File: src/hbd_pkg.sv
// Purpose: Shared constants and types for the HDLC buffer transfer block
// Assumes: APB register word per register, 8-bit message bytes
// Notes: Offsets are byte addresses on the APB port
`default_nettype none
package hbd_pkg;
  localparam logic [7:0] HBD_TX_CFG_OFS = 8'h00;
  localparam logic [7:0] HBD_RX_CFG_OFS = 8'h04;
  localparam logic [7:0] HBD_TX_LEN_OFS = 8'h08;
  localparam logic [7:0] HBD_STAT_OFS = 8'h0c;
  localparam int HBD_RST_BIT = 7;
  localparam int HBD_EN_BIT = 6;
  localparam int HBD_TYPE_BIT = 5;
  localparam logic [7:0] HBD_CFG_WMASK = 8'he7;
  localparam logic [7:0] HBD_CFG_RST_VAL = 8'h00;
  localparam logic [7:0] HBD_LEN_RST_VAL = 8'h10;
  localparam logic [2:0] HBD_SEL_CH0 = 3'h0;
  localparam logic [2:0] HBD_SEL_RX_RSVD = 3'h1;
  localparam logic [1:0] HBD_SEL_LOW_RSVD = 2'h3;
  localparam int HBD_FIFO_DEPTH = 8;
  localparam int HBD_BYTE_W = 8;
  localparam int HBD_PIN_W = 12;
  localparam logic [11:0] HBD_PIN_RST_VAL = 12'hfff;

  typedef enum logic [1:0] {
    HBD_IDLE = 2'b00,
    HBD_ACT = 2'b01,
    HBD_DONE = 2'b11
  } hbd_chan_st_t;

  // A line code is usable when it is not reserved and names this line
  function automatic logic hbd_sel_ok(input logic [2:0] sel, input logic is_rx, input logic [2:0] line);
    logic rsvd;
    rsvd = sel[2] | (sel[1:0] == HBD_SEL_LOW_RSVD) | (is_rx & (sel == HBD_SEL_RX_RSVD));
    return !rsvd && (sel == line);
  endfunction
endpackage
`default_nettype wire

File: src/hbd_strm_if.sv
// Purpose: Valid/ready byte stream between internal modules
// Assumes: Transfer when valid and ready are high at a rising edge
// Notes: None
`default_nettype none
interface hbd_strm_if #(parameter int W = 8);
  logic [W-1:0] data;
  logic valid;
  logic ready;
  modport src (output data, output valid, input ready);
  modport snk (input data, input valid, output ready);
endinterface
`default_nettype wire

File: src/hbd_sync.sv
// Purpose: Two-stage synchroniser for pin inputs
// Assumes: Each bit is a level that may change at any time
// Notes: The first stage feeds only the second
`default_nettype none
module hbd_sync #(
  parameter int W = 1,
  parameter logic [W-1:0] RST_VAL = '0
) (
  input wire logic clk_i,
  input wire logic rstn_i,
  input wire logic [W-1:0] d_i,
  output logic [W-1:0] q_o
);
  logic [W-1:0] meta_r;
  logic [W-1:0] sync_r;

  always_ff @(posedge clk_i or negedge rstn_i) begin
    if (!rstn_i) begin
      meta_r <= RST_VAL;
      sync_r <= RST_VAL;
    end else begin
      meta_r <= d_i;
      sync_r <= meta_r;
    end
  end

  assign q_o = sync_r;
endmodule
`default_nettype wire

File: src/hbd_fifo.sv
// Purpose: Byte FIFO between the memory strobe side and the message buffer
// Assumes: Synchronous clear drops all content
// Notes: Ready on the filling side is low while full
`default_nettype none
module hbd_fifo #(
  parameter int W = 8,
  parameter int D = 8
) (
  input wire logic clk_i,
  input wire logic rstn_i,
  input wire logic clr_i,
  hbd_strm_if.snk in_s,
  hbd_strm_if.src out_s,
  output logic [$clog2(D):0] level_o
);
  localparam int AW = $clog2(D);
  logic [W-1:0] mem [D];
  logic [AW-1:0] wp_r;
  logic [AW-1:0] rp_r;
  logic [AW:0] cnt_r;
  wire logic push = in_s.valid & in_s.ready;
  wire logic pop = out_s.valid & out_s.ready;

  function automatic logic [AW-1:0] ptr_inc(input logic [AW-1:0] p);
    return (p == AW'(D - 1)) ? '0 : AW'(p + 1'b1);
  endfunction

  assign in_s.ready = (cnt_r != (AW+1)'(D));
  assign out_s.valid = (cnt_r != '0);
  assign out_s.data = mem[rp_r];
  assign level_o = cnt_r;

  always_ff @(posedge clk_i) begin
    if (push) begin
      mem[wp_r] <= in_s.data;
    end
  end

  always_ff @(posedge clk_i or negedge rstn_i) begin
    if (!rstn_i) begin
      wp_r <= '0;
      rp_r <= '0;
      cnt_r <= '0;
    end else if (clr_i) begin
      wp_r <= '0;
      rp_r <= '0;
      cnt_r <= '0;
    end else begin
      if (push) wp_r <= ptr_inc(wp_r);
      if (pop) rp_r <= ptr_inc(rp_r);
      if (push & ~pop) cnt_r <= (AW+1)'(cnt_r + 1'b1);
      else if (pop & ~push) cnt_r <= (AW+1)'(cnt_r - 1'b1);
    end
  end
endmodule
`default_nettype wire

File: src/hbd_xfer_top.sv
// Purpose: Two request/grant byte channels between external memory and HDLC buffers
// Assumes: Store/fetch strobes, grants and data bus arrive asynchronously
// Notes: Registers over APB; pins pass two flip-flops first
// How it works
// - Writing bit 7 of the tx config from 0 to 1 resets the memory-to-buffer channel.
// - Writing bit 7 of the rx config from 0 to 1 resets the buffer-to-memory channel.
// - Bit 6 of the tx config enables the memory-to-buffer channel.
// - The tx channel starts requesting only when the buffer reports room for a whole message.
// - A tx cycle starts with the request low; bytes are taken only with the grant low.
// - Tx config bit 5 picks the store line (1) or the fetch line (0) as data strobe.
// - Tx config bits 2:0 pick the line channel; reserved codes keep the channel idle.
// - Rx config bit 6 enables the rx channel, which requests only for a complete message.
// - An rx cycle starts with the request low; bytes are given only with the grant low.
// - The device drives a new byte onto the bus at each low strobe of the chosen line.
// - Rx config bit 5 picks the fetch line (0) or the store line (1) as data strobe.
// - Rx config bits 2:0 pick the line channel; reserved codes keep the channel idle.
`default_nettype none
module hbd_xfer_top
  import hbd_pkg::*;
#(
  parameter int FIFO_DEPTH = HBD_FIFO_DEPTH,
  parameter logic [2:0] LINE_ID = HBD_SEL_CH0
) (
  input wire logic core_clk_i,
  input wire logic rstn_i,
  input wire logic psel_i,
  input wire logic penable_i,
  input wire logic pwrite_i,
  input wire logic [7:0] paddr_i,
  input wire logic [31:0] pwdata_i,
  output logic [31:0] prdata_o,
  output logic pready_o,
  output logic pslverr_o,
  input wire logic store_n_i,
  input wire logic fetch_n_i,
  input wire logic tx_xfer_grant_n_i,
  input wire logic rx_xfer_grant_n_i,
  output logic tx_xfer_request_n_o,
  output logic rx_xfer_request_n_o,
  input wire logic [7:0] bus_data_i,
  output logic [7:0] bus_data_o,
  output logic bus_data_oe_o,
  input wire logic tx_buf_room_i,
  output logic [7:0] tx_buf_data_o,
  output logic tx_buf_valid_o,
  input wire logic tx_buf_ready_i,
  input wire logic rx_buf_msg_i,
  input wire logic [7:0] rx_buf_len_i,
  input wire logic [7:0] rx_buf_data_i,
  input wire logic rx_buf_valid_i,
  output logic rx_buf_ready_o
);
  logic [7:0] tx_cfg_r, rx_cfg_r, tx_len_r, rx_len_r;
  logic [7:0] tx_cnt_r, rx_cnt_r, rx_data_r;
  logic [31:0] prdata_r;
  logic store_q_r, fetch_q_r, rx_full_r;
  hbd_chan_st_t tx_st_r, tx_st_nxt, rx_st_r, rx_st_nxt;
  logic [HBD_PIN_W-1:0] pin_s;
  logic [$clog2(FIFO_DEPTH):0] fifo_lvl;

  hbd_strm_if #(.W(HBD_BYTE_W)) tx_in ();
  hbd_strm_if #(.W(HBD_BYTE_W)) tx_out ();

  // Data bus is synced beside its strobes, so a byte and its strobe edge line up
  // Costs two clocks of latency per strobe edge, hence the three-clock minimum phase
  hbd_sync #(.W(HBD_PIN_W), .RST_VAL(HBD_PIN_RST_VAL)) u_sync (
    .clk_i(core_clk_i),
    .rstn_i(rstn_i),
    .d_i({store_n_i, fetch_n_i, tx_xfer_grant_n_i, rx_xfer_grant_n_i, bus_data_i}),
    .q_o(pin_s)
  );

  wire logic store_s = pin_s[11];
  wire logic fetch_s = pin_s[10];
  wire logic gtx_s = pin_s[9];
  wire logic grx_s = pin_s[8];
  wire logic [7:0] din_s = pin_s[7:0];

  // APB decode
  wire logic acc = psel_i & penable_i;
  wire logic hit_tx = (paddr_i == HBD_TX_CFG_OFS);
  wire logic hit_rx = (paddr_i == HBD_RX_CFG_OFS);
  wire logic hit_len = (paddr_i == HBD_TX_LEN_OFS);
  wire logic hit_st = (paddr_i == HBD_STAT_OFS);
  wire logic hit = hit_tx | hit_rx | hit_len | hit_st;
  wire logic wr_tx = acc & pwrite_i & hit_tx;
  wire logic wr_rx = acc & pwrite_i & hit_rx;
  wire logic wr_len = acc & pwrite_i & hit_len;
  wire logic tx_rst_pls = wr_tx & pwdata_i[HBD_RST_BIT] & ~tx_cfg_r[HBD_RST_BIT];
  wire logic rx_rst_pls = wr_rx & pwdata_i[HBD_RST_BIT] & ~rx_cfg_r[HBD_RST_BIT];
  wire logic [31:0] stat_word = {8'h00, rx_cnt_r, tx_cnt_r, 4'(fifo_lvl), rx_st_r, tx_st_r};
  wire logic [31:0] rd_word = hit_tx ? {24'h0, tx_cfg_r} :
                              hit_rx ? {24'h0, rx_cfg_r} :
                              hit_len ? {24'h0, tx_len_r} :
                              hit_st ? stat_word : 32'h0;

  assign pready_o = 1'b1;
  assign pslverr_o = acc & ~hit;
  assign prdata_o = prdata_r;

  // Read data is captured in the setup cycle so it comes from a flop
  always_ff @(posedge core_clk_i or negedge rstn_i) begin
    if (!rstn_i) begin
      tx_cfg_r <= HBD_CFG_RST_VAL;
      rx_cfg_r <= HBD_CFG_RST_VAL;
      tx_len_r <= HBD_LEN_RST_VAL;
      prdata_r <= 32'h0;
    end else begin
      if (wr_tx) tx_cfg_r <= pwdata_i[7:0] & HBD_CFG_WMASK;
      if (wr_rx) rx_cfg_r <= pwdata_i[7:0] & HBD_CFG_WMASK;
      if (wr_len) tx_len_r <= pwdata_i[7:0];
      if (psel_i & ~penable_i) prdata_r <= rd_word;
    end
  end

  always_ff @(posedge core_clk_i or negedge rstn_i) begin
    if (!rstn_i) begin
      store_q_r <= 1'b1;
      fetch_q_r <= 1'b1;
    end else begin
      store_q_r <= store_s;
      fetch_q_r <= fetch_s;
    end
  end

  // Memory-to-buffer channel
  wire logic tx_go = tx_cfg_r[HBD_EN_BIT] & hbd_sel_ok(tx_cfg_r[2:0], 1'b0, LINE_ID);
  wire logic tx_str = tx_cfg_r[HBD_TYPE_BIT] ? store_s : fetch_s;
  wire logic tx_str_q = tx_cfg_r[HBD_TYPE_BIT] ? store_q_r : fetch_q_r;
  wire logic tx_act = (tx_st_r == HBD_ACT);
  wire logic tx_last = (tx_cnt_r == tx_len_r);
  // A full FIFO raises the request, so the controller stalls instead of losing bytes
  wire logic tx_take = tx_act & ~gtx_s & tx_str_q & ~tx_str & ~tx_last & tx_in.ready;
  assign tx_xfer_request_n_o = ~(tx_act & ~tx_last & tx_in.ready);
  assign tx_in.data = din_s;
  assign tx_in.valid = tx_take;
  assign tx_out.ready = tx_buf_ready_i;
  assign tx_buf_data_o = tx_out.data;
  assign tx_buf_valid_o = tx_out.valid;

  always_comb begin
    tx_st_nxt = tx_st_r;
    unique case (tx_st_r)
      HBD_IDLE: if (tx_go & tx_buf_room_i) tx_st_nxt = HBD_ACT;
      HBD_ACT: begin
        if (!tx_go) tx_st_nxt = HBD_IDLE;
        else if (tx_last) tx_st_nxt = HBD_DONE;
      end
      HBD_DONE: if (!tx_go | !tx_out.valid) tx_st_nxt = HBD_IDLE;
      default: tx_st_nxt = HBD_IDLE;
    endcase
    if (tx_rst_pls) tx_st_nxt = HBD_IDLE;
  end

  always_ff @(posedge core_clk_i or negedge rstn_i) begin
    if (!rstn_i) begin
      tx_st_r <= HBD_IDLE;
      tx_cnt_r <= 8'h00;
    end else begin
      tx_st_r <= tx_st_nxt;
      if (tx_rst_pls | (tx_st_r == HBD_IDLE)) tx_cnt_r <= 8'h00;
      else if (tx_take) tx_cnt_r <= 8'(tx_cnt_r + 8'h01);
    end
  end

  hbd_fifo #(.W(HBD_BYTE_W), .D(FIFO_DEPTH)) u_fifo (
    .clk_i(core_clk_i),
    .rstn_i(rstn_i),
    .clr_i(tx_rst_pls),
    .in_s(tx_in),
    .out_s(tx_out),
    .level_o(fifo_lvl)
  );

  // Buffer-to-memory channel
  wire logic rx_go = rx_cfg_r[HBD_EN_BIT] & hbd_sel_ok(rx_cfg_r[2:0], 1'b1, LINE_ID);
  wire logic rx_str = rx_cfg_r[HBD_TYPE_BIT] ? store_s : fetch_s;
  wire logic rx_str_q = rx_cfg_r[HBD_TYPE_BIT] ? store_q_r : fetch_q_r;
  wire logic rx_act = (rx_st_r == HBD_ACT);
  wire logic rx_last = (rx_cnt_r == rx_len_r);
  wire logic rx_give = rx_act & ~grx_s & ~rx_str_q & rx_str & rx_full_r;
  wire logic rx_load = rx_buf_valid_i & rx_buf_ready_o;
  assign rx_buf_ready_o = rx_act & ~rx_full_r & ~rx_last;
  assign rx_xfer_request_n_o = ~(rx_act & ~rx_last);
  // Byte is driven while the strobe is low and moves on at its rising edge
  assign bus_data_oe_o = rx_act & ~grx_s & ~rx_str & rx_full_r;
  assign bus_data_o = rx_data_r;

  always_comb begin
    rx_st_nxt = rx_st_r;
    unique case (rx_st_r)
      HBD_IDLE: if (rx_go & rx_buf_msg_i) rx_st_nxt = HBD_ACT;
      HBD_ACT: begin
        if (!rx_go) rx_st_nxt = HBD_IDLE;
        else if (rx_last) rx_st_nxt = HBD_DONE;
      end
      HBD_DONE: if (!rx_go | !rx_buf_msg_i) rx_st_nxt = HBD_IDLE;
      default: rx_st_nxt = HBD_IDLE;
    endcase
    if (rx_rst_pls) rx_st_nxt = HBD_IDLE;
  end

  always_ff @(posedge core_clk_i or negedge rstn_i) begin
    if (!rstn_i) begin
      rx_st_r <= HBD_IDLE;
      rx_cnt_r <= 8'h00;
      rx_len_r <= 8'h00;
      rx_full_r <= 1'b0;
      rx_data_r <= 8'h00;
    end else begin
      rx_st_r <= rx_st_nxt;
      if (rx_st_r == HBD_IDLE) rx_len_r <= rx_buf_len_i;
      if (rx_rst_pls | (rx_st_r == HBD_IDLE)) rx_cnt_r <= 8'h00;
      else if (rx_give) rx_cnt_r <= 8'(rx_cnt_r + 8'h01);
      if (rx_rst_pls | (rx_st_r == HBD_IDLE) | rx_give) rx_full_r <= 1'b0;
      else if (rx_load) rx_full_r <= 1'b1;
      if (rx_load) rx_data_r <= rx_buf_data_i;
    end
  end
endmodule
`default_nettype wire

File: config.mk
export PLATFORM = sky130hd
export DESIGN_NAME = hbd_xfer_top
export DESIGN_NICKNAME = d
export VERILOG_FILES = /design/src/hbd_pkg.sv /design/src/hbd_strm_if.sv /design/src/hbd_sync.sv /design/src/hbd_fifo.sv /design/src/hbd_xfer_top.sv
export SDC_FILE = /design/constraint.sdc
export NUM_CORES = 1
export LEC_CHECK = 0
export BUFFER_PORTS_ARGS = -buffer_cell sky130_fd_sc_hd__buf_2
export CAP_MARGIN = 20
export CORE_MARGIN = 2
export CORE_UTILIZATION = 28
export CTS_CLUSTER_SIZE = 20
export DETAILED_ROUTE_END_ITERATION = 10
export PLACE_DENSITY = 0.52
export SETUP_SLACK_MARGIN = 0.1
export SLEW_MARGIN = 10
export SYNTH_ARGS = -nofsm -noshare
export SYNTH_HDL_FRONTEND = slang
export SYNTH_SLANG_ARGS = --single-unit
File: constraint.sdc
create_clock -name core_clk_i -period 2.6 [get_ports core_clk_i]
set_clock_uncertainty 0.05 [all_clocks]
set_input_delay 0.52 -clock core_clk_i [delete_from_list [all_inputs] [get_ports core_clk_i]]
set_output_delay 0.52 -clock core_clk_i [all_outputs]
set_load 0.02 [all_outputs]
==> impl_metrics.env <==
export IMPL_dp_cells=977
export IMPL_fp_dieW_um=168
export IMPL_portBuffers=98
export IMPL_yosysUniqueCellTypes=53
export IMPL_cts_buffer_depth=2
export IMPL_pin_count=132
export IMPL_antenna_found_initial=0
export IMPL_synth_area_um2=7550
export IMPL_fp_dieH_um=168
export IMPL_cp_data_arrival_time_ns=1.97
export IMPL_drt_iter0_drc=300
export IMPL_critPathMaxFanout=17
export IMPL_finalSetupViolCount=0
export IMPL_floorplan_initialDensity=0.282
export IMPL_p_comb_frac=0.193
export IMPL_fin_util=0.352
export IMPL_wl_per_cell_um=16.9
export IMPL_power_internal_uw=5090
export IMPL_worst_pin_slew_ns=0.640
export IMPL_cts_sinks=181
export IMPL_dp_slack_ns=0.0725
export IMPL_final_min_clock_period_ns=2.54
export IMPL_area_growth_pct=24.5
export IMPL_netlist_top_cells_count="dfrtp_1, edfxtp_1, mux2_2"
export IMPL_synth_most_common_cell="dfrtp_1"
export IMPL_leakagePower_uw=0.00392
export IMPL_seqPwrFrac=0.451
export IMPL_avgSynthCellArea_um2=14.6
export IMPL_crit_required_ns=2.03
export IMPL_drc_errors=0
export IMPL_synthCells=517
export IMPL_post_drt_via_cell_ratio=4.62
export IMPL_cts_tree="done"
export IMPL_dieArea_um2=28300
export IMPL_ys_flop_type="dfrtp_1"
export IMPL_reg2regPathDepth=11
export IMPL_gr_usage_all_layers=0.128
export IMPL_grt_pass1_wl_mm=27.7
export IMPL_clk_pin_slew_worst_paths_ns=0.07
export IMPL_num_antenna_cells=0
export IMPL_synth_edf_count=64
export IMPL_cap_violations=0
export IMPL_finalMaxSlewViolations=0
export IMPL_hold_slack_ns=0.0603
export IMPL_crit_chain="buf_12 -> mux4_2 -> mux2_2 -> buf_2"
export IMPL_status="complete, no violations"
export IMPL_synth_area_leaders="dfrtp_1, edfxtp_1, dfstp_2, mux2_2, mux4_2"
export IMPL_ant_nets=0
export IMPL_start_kind="flip-flop"
export IMPL_routabilityCongestion=0.778
export IMPL_setup_ws_ns=0.0601
export IMPL_cts_max_level=4
export IMPL_yosys_warnings=0
export IMPL_post_route_period_util=0.977
export IMPL_ys_ff_latch=181
export IMPL_first_pass_iters=5
export IMPL_power_density_nw_per_um2=750
export IMPL_power_share_clock=0.356
export IMPL_setup_tns_ns=0
export IMPL_grt_pass1_vias=5076
export IMPL_nNetsFinal=744
export IMPL_vdd_ir_drop_max_uv=339
export IMPL_drive_gt1_frac=0.432
export IMPL_ys_seq_area_frac=0.647
export IMPL_fmax_mhz=394
export IMPL_overflow=0
export IMPL_synth_top_cell_area_share=0.298
export IMPL_critPathKind="flip-flop to primary output"
export IMPL_place_hpwl_mm=12.4
export IMPL_num_rows=60
export IMPL_max_stage_delay_ns=0.51
export IMPL_rsz0062_at_grt="true"
export IMPL_hold_path_class="input port to async pin"
export IMPL_async_flop_share=0.646
export IMPL_vias=4679
export IMPL_relSlewSlack=0.573
export IMPL_hold_viol=0
export IMPL_core_um2=26700
export IMPL_numCtsBuffers=17
export IMPL_synth_largest_area_cell="dfrtp_1"
export IMPL_cpMaxStageDelayCell="mux4_2"
export IMPL_netSwitchingFraction=0.278
export IMPL_p_switching_uw=1960
export IMPL_finalWirelength_mm=17.1
export IMPL_grt_max_degree=50
export IMPL_clkLatencyLatePin_ns=0.43
export IMPL_stdcell_count=1012
export IMPL_critPathCaptureType="primary output"
export IMPL_cts_root_buf="clkbuf_16"
power by group through the flow:
stage	Sequential, uW	Combinational, uW	Clock (uW)
floorplan	3210	891	0
global placement	3230	1280	0
detailed placement	3240	1310	0
CTS	3180	1320	2590
global route	3200	1490	2710
finish	3180	1360	2510
layout make-up:
type / instances / area, um^2
clock buffer: 18 / 450
clock inverter: 14 / 130
timing repair buffer: 139 / 858
tap: 341 / 427
sequential: 181 / 4880
inverter: 12 / 47.5
fill: 2583 / 17300
multi-input combinational: 307 / 2600
cells in the final DEF, fill, tap and decap left out, types with 18 or more instances in the layout:
cell type	count
nor2_1	24
dfrtp_1	89
mux2_2	45
xnor2_1	22
nand2_1	40
clkbuf_16	18
mux4_2	22
edfxtp_1	64
dfstp_2	27
buf_4	43
buf_2	90
flip-flops by register name, summed over array words and instances, names as in the netlist, 3 cells and up:
name and flops:
bus_data_o 8, prdata_o 24, rx_cfg_r 6, rx_cnt_r 8, rx_len_r 8, tx_cfg_r 6
tx_cnt_r 8, tx_len_r 8, u_fifo.level_o 4, u_fifo.mem 64, u_fifo.rp_r 3, u_fifo.wp_r 3
u_sync.meta_r 12, u_sync.q_o 12
kinds of logic (layout without fill, tap and decap cells):
family | Yosys count | after routing | share of synthesized area
fa+ha+maj | 9 | 9 | 0.0159
other cells | 2 | 9 | 0.000995
buf+inv | 36 | 183 | 0.0237
flops | 181 | 181 | 0.647
simple gates | 133 | 133 | 0.0920
mux | 70 | 70 | 0.137
compound gates | 57 | 57 | 0.0501
xor+xnor | 29 | 29 | 0.0336
final timing paths:
kind	start	endpoint	slack [ns]
max in group asynchronous	rstn_i	rx_cnt_r[7]	1.65
worst min-delay path	rstn_i	prdata_o[4]	0.06
worst max-delay path	u_fifo.rp_r[0]	tx_buf_data_o[2]	0.06
min in group core_clk_i	store_n_i	u_sync.meta_r[11]	0.13
worst min register to register	u_sync.meta_r[1]	u_sync.q_o[1]	0.30
worst max register to register	tx_len_r[4]	u_fifo.level_o[3]	0.14
layer usage:
| metal | track usage | share of wire | vias to the layer above |
|---|---|---|---|
| li1 | - | - | 2171 |
| met1 | 0.158 | 0.44 | 2393 |
| met2 | 0.223 | 0.52 | 106 |
| met3 | 0.0350 | 0.039 | 9 |
| met4 | 0.0292 | 0.0073 | 0 |
| met5 | 0 | 0 | - |
worst max-delay path: cells and delay by family (launching register included):
| family | cells | cell delay, ns |
|---|---|---|
| buffers and inverters | 2 | 0.36 |
| DFF | 1 | 0.37 |
| muxes | 2 | 0.81 |
per-stage QoR:
step                area (um^2)  power (uW)
finish                     9400        7050
global route               9400        7400
floorplan                  7660        4100
CTS                        9350        7090
global placement           8740        4510
detailed placement         8740        4540
repair_timing:
| action | 4_1_cts | 5_1_grt |
|---|---|---|
| hold buffers | 0 | 0 |
| pin swaps | 3 | 5 |
| endpoints found under the setup margin | 10 | 10 |
| gates resized for setup | 1 | 13 |
| buffers inserted | 3 | 0 |
Note: power is estimated with default switching activity, not from simulation.
